### config.mk
export PLATFORM = sky130hd
export DESIGN_NAME = positioning_control_word_decoder
export DESIGN_NICKNAME = d
export VERILOG_FILES = /design/src/shared/pos_word_pkg.sv /design/src/hdl/edge_capture.sv /design/src/hdl/positioning_control_word_decoder.sv
export SDC_FILE = /design/constraint.sdc
export NUM_CORES = 1
export LEC_CHECK = 0
export CAP_MARGIN = 20
export CORE_MARGIN = 2
export CORE_UTILIZATION = 50
export CTS_BUF_LIST = sky130_fd_sc_hd__clkbuf_4 sky130_fd_sc_hd__clkbuf_8
export CTS_CLUSTER_DIAMETER = 50
export CTS_CLUSTER_SIZE = 28
export DETAILED_ROUTE_END_ITERATION = 10
export DONT_BUFFER_PORTS = 1
export GPL_TIMING_DRIVEN = 0
export SLEW_MARGIN = 25
export SYNTH_ARGS = -nofsm -noshare
export SYNTH_HDL_FRONTEND = slang
export SYNTH_SLANG_ARGS = --single-unit
### constraint.sdc
create_clock -name ref_clk_i -period 3.7 [get_ports ref_clk_i]
set_input_delay 0 -clock ref_clk_i [delete_from_list [all_inputs] [get_ports ref_clk_i]]
set_output_delay 0 -clock ref_clk_i [all_outputs]
set_load 0.005 [all_outputs]
### src/shared/pos_word_pkg.sv
package pos_word_pkg;
    // Command word field positions
    localparam int CW_WIDTH        = 16;
    localparam int BIT_ENABLE_OP   = 3;
    localparam int BIT_STOP_N      = 4;
    localparam int BIT_HOLD_N      = 5;
    localparam int BIT_TOGGLE      = 6;
    localparam int BIT_ACK         = 7;
    localparam int BIT_JOG_POS     = 8;
    localparam int BIT_JOG_NEG     = 9;
    localparam int BIT_GUIDE       = 10;
    localparam int BIT_REF         = 11;
    localparam int BIT_FUNC_LO     = 12;
    localparam int BIT_FUNC_MID    = 13;
    localparam int BIT_CONT        = 14;
    localparam int BIT_FUNC_HI     = 15;
    localparam logic [15:0] CW_RESET = 16'h0000;
    localparam int POS_WIDTH       = 32;

    // Motion function select codes (bits 15,13,12)
    typedef enum logic [2:0] {
        FN_ABS      = 3'b000,
        FN_REL_ACT  = 3'b001,
        FN_REL_TGT  = 3'b010,
        FN_SPEED    = 3'b011,
        FN_GEAR     = 3'b100,
        FN_MARK_POS = 3'b101,
        FN_MARK_SRC = 3'b110,
        FN_RESERVED = 3'b111
    } func_e;

    // Motion states
    typedef enum logic [2:0] {
        ST_IDLE     = 3'b000,
        ST_RUN      = 3'b001,
        ST_HOLD     = 3'b010,
        ST_QSTOP    = 3'b011,
        ST_RSTOP    = 3'b100,
        ST_JOG      = 3'b101,
        ST_JOGSTOP  = 3'b110,
        ST_REF      = 3'b111
    } mstate_e;
endpackage

### src/hdl/edge_capture.sv
`timescale 1ns/100ps
// Two-stage synchroniser plus edge detect on the synchronised level
module edge_capture (
    input  wire logic ref_clk_i,
    input  wire logic resetn_i,
    input  wire logic level_i,
    output logic      level_o,
    output logic      rise_o,
    output logic      fall_o
);
    typedef struct packed {
        logic meta;
        logic sync;
        logic last;
    } sync_s;
    sync_s s_reg;
    sync_s s_next;

    // First stage feeds only the second stage
    always_comb begin
        s_next      = s_reg;
        s_next.meta = level_i;
        s_next.sync = s_reg.meta;
        s_next.last = s_reg.sync;
    end

    always_ff @(posedge ref_clk_i or negedge resetn_i) begin
        if (!resetn_i) begin
            s_reg <= '0;
        end else begin
            s_reg <= s_next;
        end
    end

    assign level_o = s_reg.sync;
    assign rise_o  = s_reg.sync & ~s_reg.last;
    assign fall_o  = ~s_reg.sync & s_reg.last;
endmodule

### src/hdl/positioning_control_word_decoder.sv
`timescale 1ns/100ps
// Function
// - Enable cleared: stop ramp, ready state
// - Bit 4 set: orders start on bit-6 edge
// - Bit 4 cleared: fast stop, discard order
// - Bit 5 cleared: ramp, hold, resume later
// - Speed/gearbox: bit 5 clear terminates order
// - Every bit-6 edge releases one order; code only with bit 4 set, function not 111, in idle, run or hold
// - Bit 7 rising edge acknowledges error
// - Error held until eliminated, then disable
// - Bit 8 jogs positive when allowed
// - Bit 9 jogs negative when allowed
// - Jog bit cleared: jog brake, enabled
// - Bit 10 clear: word changes ignored
// - Bit 10 clear: digital inputs decoupled
// - Bit 11 rise starts referencing, clears flag
// - Bit 11 cleared aborts referencing, stop
// - Bits 15,13,12 select motion function
// - Relative adds actual, additive adds target
// - Mark search moves; mark order queued
// - Bit 14 resets positions per order
// - Report bit 12 follows accepted toggle
// - Report bit 11 only when reference valid
module positioning_control_word_decoder (
    input  wire logic                     ref_clk_i,
    input  wire logic                     resetn_i,
    input  wire logic [15:0]              drive_command_word_i,
    input  wire logic [31:0]              cmd_position_i,
    input  wire logic [31:0]              actual_position_i,
    input  wire logic                     speed_zero_i,
    input  wire logic                     ramp_done_i,
    input  wire logic                     order_accepted_i,
    input  wire logic                     ref_done_i,
    input  wire logic                     error_present_i,
    input  wire logic                     error_cleared_i,
    input  wire logic                     mark_seen_i,
    output logic [2:0]                    motion_state_o,
    output logic [2:0]                    motion_func_o,
    output logic [31:0]                   target_position_o,
    output logic                          order_strobe_o,
    output logic                          reset_positions_o,
    output logic                          mark_order_queued_o,
    output logic                          error_state_o,
    output logic                          switch_on_disable_o,
    output logic                          ready_for_operation_o,
    output logic                          fieldbus_guiding_o,
    output logic                          inputs_coupled_o,
    output logic                          report_ack_o,
    output logic                          report_ref_set_o
);
    // Synchronised command word bits and edges (word comes from another domain)
    logic [15:0] cw;
    logic [15:0] cw_rise;
    logic [15:0] cw_fall;

    genvar g;
    generate
        for (g = 0; g < pos_word_pkg::CW_WIDTH; g++) begin : g_sync
            edge_capture u_cap (
                .ref_clk_i (ref_clk_i),
                .resetn_i  (resetn_i),
                .level_i   (drive_command_word_i[g]),
                .level_o   (cw[g]),
                .rise_o    (cw_rise[g]),
                .fall_o    (cw_fall[g])
            );
        end
    endgenerate

    typedef struct packed {
        pos_word_pkg::mstate_e st;
        pos_word_pkg::func_e   func;
        logic [31:0]           target;
        logic                  strobe;
        logic                  rst_pos;
        logic                  mark_q;
        logic                  err;
        logic                  son_dis;
        logic                  ack;
        logic                  ref_set;
        logic                  ack_wait;
    } dec_s;

    dec_s s_reg;
    dec_s s_next;

    logic                  guide;
    logic                  enabled;
    logic                  toggle_ev;
    pos_word_pkg::func_e   sel_func;
    logic                  run_ok;

    // Guiding gates every decoded event except bit 10 itself and the bit-3 release of son_dis
    assign guide     = cw[pos_word_pkg::BIT_GUIDE];
    assign enabled   = guide & cw[pos_word_pkg::BIT_ENABLE_OP];
    assign toggle_ev = guide & (cw_rise[pos_word_pkg::BIT_TOGGLE]
                              | cw_fall[pos_word_pkg::BIT_TOGGLE]);
    assign sel_func  = pos_word_pkg::func_e'({cw[pos_word_pkg::BIT_FUNC_HI],
                                              cw[pos_word_pkg::BIT_FUNC_MID],
                                              cw[pos_word_pkg::BIT_FUNC_LO]});

    // Motion decode is live only when enabled and clear of both error latches
    assign run_ok    = enabled & ~s_reg.err & ~s_reg.son_dis;

    // Main decode: priority is disable and error latches, then fast stop, then orders
    always_comb begin
        s_next         = s_reg;
        s_next.strobe  = 1'b0;
        s_next.rst_pos = 1'b0;
        // Acknowledge follows toggle level once motion logic accepted it
        if (s_reg.ack_wait && order_accepted_i) begin
            s_next.ack      = cw[pos_word_pkg::BIT_TOGGLE];
            s_next.ack_wait = 1'b0;
        end
        // Error handling: acknowledge arms, elimination releases
        if (error_present_i && !s_reg.err) begin
            s_next.err = 1'b1;
        end else if (s_reg.err && !s_reg.son_dis && guide
                     && cw_rise[pos_word_pkg::BIT_ACK]) begin
            s_next.son_dis = 1'b1;
        end
        // A still-present error outranks the elimination report
        if (s_reg.err && s_reg.son_dis && error_cleared_i && !error_present_i) begin
            s_next.err = 1'b0;
        end
        if (!s_reg.err && s_reg.son_dis && !cw[pos_word_pkg::BIT_ENABLE_OP]) begin
            s_next.son_dis = 1'b0;
        end
        if (!run_ok) begin
            // Disable operation rides the stop ramp down
            if (s_reg.st != pos_word_pkg::ST_IDLE) begin
                s_next.st = ramp_done_i ? pos_word_pkg::ST_IDLE
                                        : pos_word_pkg::ST_RSTOP;
            end
        end else begin
            case (s_reg.st)
                pos_word_pkg::ST_IDLE: begin
                    if (cw_rise[pos_word_pkg::BIT_REF]) begin
                        s_next.st      = pos_word_pkg::ST_REF;
                        s_next.ref_set = 1'b0;
                    end else if (toggle_ev && cw[pos_word_pkg::BIT_STOP_N]
                                 && sel_func != pos_word_pkg::FN_RESERVED) begin
                        s_next.st = pos_word_pkg::ST_RUN;
                    end else if (speed_zero_i && (cw[pos_word_pkg::BIT_JOG_POS]
                                 ^ cw[pos_word_pkg::BIT_JOG_NEG])) begin
                        s_next.st = pos_word_pkg::ST_JOG;
                    end
                end
                pos_word_pkg::ST_RUN: begin
                    if (!cw[pos_word_pkg::BIT_STOP_N]) begin
                        s_next.st = pos_word_pkg::ST_QSTOP;
                    end else if (!cw[pos_word_pkg::BIT_HOLD_N]) begin
                        if (s_reg.func == pos_word_pkg::FN_SPEED
                            || s_reg.func == pos_word_pkg::FN_GEAR) begin
                            s_next.st = pos_word_pkg::ST_RSTOP;
                        end else begin
                            s_next.st = pos_word_pkg::ST_HOLD;
                        end
                    end
                end
                pos_word_pkg::ST_HOLD: begin
                    if (!cw[pos_word_pkg::BIT_STOP_N]) begin
                        s_next.st = pos_word_pkg::ST_QSTOP;
                    end else if (cw[pos_word_pkg::BIT_HOLD_N]) begin
                        s_next.st = pos_word_pkg::ST_RUN;
                    end
                end
                pos_word_pkg::ST_QSTOP,
                pos_word_pkg::ST_RSTOP,
                pos_word_pkg::ST_JOGSTOP: begin
                    if (ramp_done_i) begin
                        s_next.st = pos_word_pkg::ST_IDLE;
                    end
                end
                pos_word_pkg::ST_JOG: begin
                    if (!(cw[pos_word_pkg::BIT_JOG_POS] | cw[pos_word_pkg::BIT_JOG_NEG])) begin
                        s_next.st = pos_word_pkg::ST_JOGSTOP;
                    end
                end
                pos_word_pkg::ST_REF: begin
                    if (!cw[pos_word_pkg::BIT_REF]) begin
                        s_next.st = pos_word_pkg::ST_RSTOP;
                    end else if (ref_done_i) begin
                        s_next.st      = pos_word_pkg::ST_IDLE;
                        s_next.ref_set = 1'b1;
                    end
                end
                default: s_next.st = pos_word_pkg::ST_IDLE;
            endcase
            // A new order may also replace a running one
            if (toggle_ev && cw[pos_word_pkg::BIT_STOP_N]
                && sel_func != pos_word_pkg::FN_RESERVED
                && (s_reg.st == pos_word_pkg::ST_IDLE || s_reg.st == pos_word_pkg::ST_RUN
                    || s_reg.st == pos_word_pkg::ST_HOLD)) begin
                s_next.func     = sel_func;
                s_next.strobe   = 1'b1;
                s_next.ack_wait = 1'b1;
                s_next.rst_pos  = cw[pos_word_pkg::BIT_CONT];
                s_next.mark_q   = (sel_func == pos_word_pkg::FN_MARK_POS);
                if (sel_func == pos_word_pkg::FN_REL_ACT) begin
                    s_next.target = cmd_position_i + actual_position_i;
                end else if (sel_func == pos_word_pkg::FN_REL_TGT) begin
                    s_next.target = cmd_position_i + s_reg.target;
                end else begin
                    s_next.target = cmd_position_i;
                end
                if (s_reg.st != pos_word_pkg::ST_IDLE) begin
                    s_next.st = pos_word_pkg::ST_RUN;
                end
            end
        end
        // Queued mark order releases once the search sees the mark;
        // a new order in the same cycle wins over the release
        if (s_reg.mark_q && mark_seen_i && !s_next.strobe) begin
            s_next.mark_q = 1'b0;
        end
    end

    always_ff @(posedge ref_clk_i or negedge resetn_i) begin
        if (!resetn_i) begin
            s_reg <= '0;
        end else begin
            s_reg <= s_next;
        end
    end

    assign motion_state_o        = s_reg.st;
    assign motion_func_o         = s_reg.func;
    assign target_position_o     = s_reg.target;
    assign order_strobe_o        = s_reg.strobe;
    assign reset_positions_o     = s_reg.rst_pos;
    assign mark_order_queued_o   = s_reg.mark_q;
    assign error_state_o         = s_reg.err;
    // son_dis latches the acknowledge; the disable state shows once the error is gone
    assign switch_on_disable_o   = s_reg.son_dis & ~s_reg.err;
    assign ready_for_operation_o = (s_reg.st == pos_word_pkg::ST_IDLE) & ~enabled;
    assign fieldbus_guiding_o    = guide;
    assign inputs_coupled_o      = guide;
    assign report_ack_o          = s_reg.ack;
    assign report_ref_set_o      = s_reg.ref_set;

    // Order strobe only after a toggle edge seen while guided
    a_toggle_strobe: assert property (@(posedge ref_clk_i) disable iff (!resetn_i)
        order_strobe_o |-> $past(toggle_ev))
        else $error("order strobe without toggle");
    a_reserved_ignored: assert property (@(posedge ref_clk_i) disable iff (!resetn_i)
        toggle_ev && sel_func == pos_word_pkg::FN_RESERVED |=> !order_strobe_o)
        else $error("reserved function accepted");
    a_stop_fast: assert property (@(posedge ref_clk_i) disable iff (!resetn_i)
        s_reg.st == pos_word_pkg::ST_RUN && enabled && !s_reg.err && !s_reg.son_dis
        && !cw[pos_word_pkg::BIT_STOP_N] |=> s_reg.st == pos_word_pkg::ST_QSTOP)
        else $error("no fast stop");
    a_ref_clear: assert property (@(posedge ref_clk_i) disable iff (!resetn_i)
        s_reg.st != pos_word_pkg::ST_REF && $past(s_reg.st) != pos_word_pkg::ST_REF
        ##1 s_reg.st == pos_word_pkg::ST_REF |-> !report_ref_set_o)
        else $error("reference flag kept");
    a_ack_level: assert property (@(posedge ref_clk_i) disable iff (!resetn_i)
        s_reg.ack_wait && order_accepted_i |=> report_ack_o == $past(cw[pos_word_pkg::BIT_TOGGLE]))
        else $error("ack not following toggle");
    a_guide_off: assert property (@(posedge ref_clk_i) disable iff (!resetn_i)
        !guide |=> !order_strobe_o)
        else $error("order while unguided");
    a_cont_reset: assert property (@(posedge ref_clk_i) disable iff (!resetn_i)
        reset_positions_o |-> order_strobe_o && $past(cw[pos_word_pkg::BIT_CONT]))
        else $error("position reset without order");
    a_ref_abort: assert property (@(posedge ref_clk_i) disable iff (!resetn_i)
        s_reg.st == pos_word_pkg::ST_REF && enabled && !s_reg.err && !s_reg.son_dis
        && !cw[pos_word_pkg::BIT_REF] |=> s_reg.st == pos_word_pkg::ST_RSTOP)
        else $error("referencing not aborted");
    // Orders, disable ramp, live-decode transitions and error acknowledge
    a_cont_set: assert property (@(posedge ref_clk_i) disable iff (!resetn_i)
        order_strobe_o && $past(cw[pos_word_pkg::BIT_CONT]) |-> reset_positions_o)
        else $error("continuous mode reset missing");
    a_disable_ramp: assert property (@(posedge ref_clk_i) disable iff (!resetn_i)
        !enabled && s_reg.st != pos_word_pkg::ST_IDLE
        |=> s_reg.st == pos_word_pkg::ST_IDLE || s_reg.st == pos_word_pkg::ST_RSTOP)
        else $error("disable without stop ramp");
    a_hold_keep: assert property (@(posedge ref_clk_i) disable iff (!resetn_i)
        s_reg.st == pos_word_pkg::ST_RUN && run_ok && cw[pos_word_pkg::BIT_STOP_N]
        && !cw[pos_word_pkg::BIT_HOLD_N] && !toggle_ev
        && s_reg.func != pos_word_pkg::FN_SPEED && s_reg.func != pos_word_pkg::FN_GEAR
        |=> s_reg.st == pos_word_pkg::ST_HOLD)
        else $error("temporary stop not held");
    a_hold_resume: assert property (@(posedge ref_clk_i) disable iff (!resetn_i)
        s_reg.st == pos_word_pkg::ST_HOLD && run_ok && cw[pos_word_pkg::BIT_STOP_N]
        && cw[pos_word_pkg::BIT_HOLD_N] |=> s_reg.st == pos_word_pkg::ST_RUN)
        else $error("held order not resumed");
    a_speed_stop: assert property (@(posedge ref_clk_i) disable iff (!resetn_i)
        s_reg.st == pos_word_pkg::ST_RUN && run_ok && cw[pos_word_pkg::BIT_STOP_N]
        && !cw[pos_word_pkg::BIT_HOLD_N] && !toggle_ev
        && (s_reg.func == pos_word_pkg::FN_SPEED || s_reg.func == pos_word_pkg::FN_GEAR)
        |=> s_reg.st == pos_word_pkg::ST_RSTOP)
        else $error("speed order not terminated");
    a_jog_start: assert property (@(posedge ref_clk_i) disable iff (!resetn_i)
        s_reg.st == pos_word_pkg::ST_IDLE && run_ok && speed_zero_i && !toggle_ev
        && !cw_rise[pos_word_pkg::BIT_REF]
        && (cw[pos_word_pkg::BIT_JOG_POS] ^ cw[pos_word_pkg::BIT_JOG_NEG])
        |=> s_reg.st == pos_word_pkg::ST_JOG)
        else $error("jog not started");
    a_jog_brake: assert property (@(posedge ref_clk_i) disable iff (!resetn_i)
        s_reg.st == pos_word_pkg::ST_JOG && run_ok && !cw[pos_word_pkg::BIT_JOG_POS]
        && !cw[pos_word_pkg::BIT_JOG_NEG] |=> s_reg.st == pos_word_pkg::ST_JOGSTOP)
        else $error("jog not braked");
    a_err_ack: assert property (@(posedge ref_clk_i) disable iff (!resetn_i)
        s_reg.err && guide && cw_rise[pos_word_pkg::BIT_ACK] |=> s_reg.son_dis)
        else $error("error acknowledge lost");
    a_ref_done: assert property (@(posedge ref_clk_i) disable iff (!resetn_i)
        s_reg.st == pos_word_pkg::ST_REF && run_ok && cw[pos_word_pkg::BIT_REF]
        && ref_done_i |=> report_ref_set_o)
        else $error("reference flag not set");
    a_mark_queue: assert property (@(posedge ref_clk_i) disable iff (!resetn_i)
        order_strobe_o && motion_func_o == pos_word_pkg::FN_MARK_POS |-> mark_order_queued_o)
        else $error("mark order not queued");
endmodule

==> flow_summary.yaml <==
run_status:
  status: "finished, final reports clean"
final_layout:
  final-seq-area_sq_um: 1880
  area_growth_pct: 13.5
  fin_area_sq_um: 7870
  multi_input_comb_area_sq_um: 4560
  finalNetCount: 1071
  diodes: 0
  drive_gt1_share_pct: 8.68
  largest_reg_flops: 32
  fill_cells: 1335
global_routing:
  grt_pass1_vias: 6664
  gr-usage-met3_pct: 4.96
  grt_overflow: 0
  grt_pass1_wl_um: 34200
  grt_max_degree: 76
  gr-usage-met2_pct: 49.2
  grt-busiest-layer: "met2"
  grtUsageMet1_pct: 39.9
  antenna_found_initial: 0
  grt_usage_pct: 29.9
die:
  coreArea_sq_um: 13700
  num_rows: 43
  die_height_um: 122
  start_util_pct: 50.5
  die_w_um: 122
  die_area_sq_um: 14800
  io_pins: 137
worst_setup_path:
  cp-start-kind: "flop"
  cp-end-kind: "flop"
  crit_type: "reg2reg"
  cp_num_buf_inv: 0
  path_max_fanout: 7
  crit_slowest_cell: "dfrtp_1"
  cpPeakStageDelay_ps: 420
  cp.required_ps: 3950
  crit_chain: "ha_1 -> and4_1 -> nor2b_1 -> o221ai_1 -> a21oi_2 -> a31oi_1 -> o21ai_0 -> mux2_2 -> o211ai_1 -> o21ai_1"
  worst_ep_arrival_time_ps: 3410
  cp_top_family: "compound AO/OA/AOI/OAI gates"
clock_tree:
  cts.clk_slew.worst_paths_ps: 90
  cts_tree: "done"
  h-tree-depth: 3
  clkLatencyLatePin_ps: 380
  clock_path_buffers: 2
  cts.sinks: 75
  cts_buffers: 9
  root_buffer: "clkbuf_8"
sta:
  fin_skew_ps: 12.9
  fin_crit_sh_pct: 85.5
  final.min_clock_period_ps: 3170
  setup_viol: 0
  hold_viol: 0
  relSlewSlack_pct: 43.2
  worst_pin_slew_ps: 853
  clock.fmax_ghz: 0.316
  rsz0062_at_grt: "false"
  slew_violations: 0
  setup-tns-final_ps: 0
yosys:
  syn_inst: 855
  async_reset_ff_share_pct: 100
  synth.distinct_cells: 68
  post-synth-top-area-cell: "dfrtp_1"
  synth_xor_area_share_pct: 6.19
  syn-num-nets: 1009
  synth-edff-count: 0
  synth_commonest_cells: "nand2_1, a21oi_1, dfrtp_1"
  synth_top_family_by_area: "compound AO/OA/AOI/OAI gates"
  synth-seq-area-share_pct: 27.1
  synth-compound-area-share_pct: 29.3
  ys_warn_count: 0
  synth_most_common_cell: "nand2_1"
  muxShareOfSynthArea_pct: 1.34
  netlist.area_leader.share_pct: 27.1
  ys_ff_latch: 75
  synth.cell_area_sq_um: 6930
  synthTopCellsByArea: "dfrtp_1, ha_1, a21oi_1"
  synthAdderAreaFrac_pct: 11.9
  synth-main-ff-cell: "dfrtp_1"
  synth_simple_gate_area_share_pct: 16.9
  syn_area_per_cell_sq_um: 8.11
routing:
  drt.antenna.violating_nets: 0
  drt-total-wl_um: 22100
  firstDrtPassIters: 5
  viasPerCell: 6.13
  vias: 6756
  drc: 0
  drt-initial-drc-count: 406
  wire_per_inst_um: 20.0
place:
  placed_area_sq_um: 7170
  post-dp-hpwl_um: 16200
  placement.io_buffers: 0
  globalplace.congestion: 0.900
worst_hold_path:
  hp-class: "in2reg"
pwr:
  powerDensity_nw_per_um2: 436
  irDropWorstVdd_v: 0.000239
  leakage_nw: 3.45
  finalPower_w: 0.00343
flow_run:
  cap_viol_max_count: 0
## final cells by class
type	instances	share of cell area [%]
plain buffers	72	5.34
clock buffers	9	1.57
clock inverters	7	0.731
inverters	21	1.00
multi-input cells	687	58.0
flip-flops and latches	75	23.9
well taps	180	2.86
repair buffers	51	6.68
## power breakdown
| part | internal (W) | switching (W) | total (W) |
|---|---|---|---|
| Sequential | 0.000948 | 0.000129 | 0.00108 |
| Clock | 0.000254 | 0.000367 | 0.000621 |
| Combinational | 0.000769 | 0.000960 | 0.00173 |
## through the flow
stage / cells / util, % / setup WS [ps] / hold WS, ps
global route: 1102 / 57.4 / 413 / 74.2
finish: 1102 / 57.4 / 535 / 41.0
detailed placement: 1036 / 52.3 / 636 / -294
CTS: 1102 / 57.4 / 616 / 20.0
global placement: 1035 / 52.2 / 677 / -294
floorplan: 855 / - / 1130 / -296
## worst paths after layout
check	from	endpoint	slack, ps	cells past startpoint
setup / recovery	target_position_o[10]	target_position_o[31]	530	10
hold / removal	actual_position_i[1]	target_position_o[1]	40	3
setup reg to reg	target_position_o[10]	target_position_o[31]	530	10
hold reg to reg	g_sync[13].u_cap.s_next[1]	g_sync[13].u_cap.level_o	350	0
max in group asynchronous	resetn_i	target_position_o[13]	3200	2
min in group asynchronous	resetn_i	target_position_o[26]	150	2
## worst min-delay path, stage by stage
cell,delay (ps)
fa_1,140
a21oi_1,50
o21ai_0,190
## placed cells by master, fill, tap and decap left out, drive strengths merged, types with 7 or more instances in the layout
cell	count
nand2	113
a21oi	87
o21ai	80
dfrtp	75
ha	63
dlygate4sd3	49
nor2	45
buf	42
clkbuf	41
a21o	34
xnor2	30
inv	25
xor2	19
nor3	18
a31oi	15
o211ai	14
nand4	14
nand3	14
o31ai	13
a211oi	13
nor2b	11
nand2b	8
o21a	8
and3	7
mux2i	7
## logic make-up after synthesis
kind of cell | after synthesis
AND/OR/NAND/NOR | 249
buffers and inverters | 93
multiplexers | 9
flip-flops | 75
adder cells (fa/ha/maj) | 65
XOR/XNOR | 49
AO/OA/AOI/OAI | 315
## per-layer routing
metal,wire [um],up-vias,part of all wire (%)
li1,-,3237,-
met5,0,-,0
met1,9930,3264,45
met2,10500,207,47
met3,935,48,4.2
met4,715,0,3.2
## repair_timing
action	4_1_cts	5_1_grt
buffers inserted	0	0
hold endpoints to repair	122	0
hold buffers	50	0
gates resized for setup	0	0
Power figures use the tool's default switching activity.
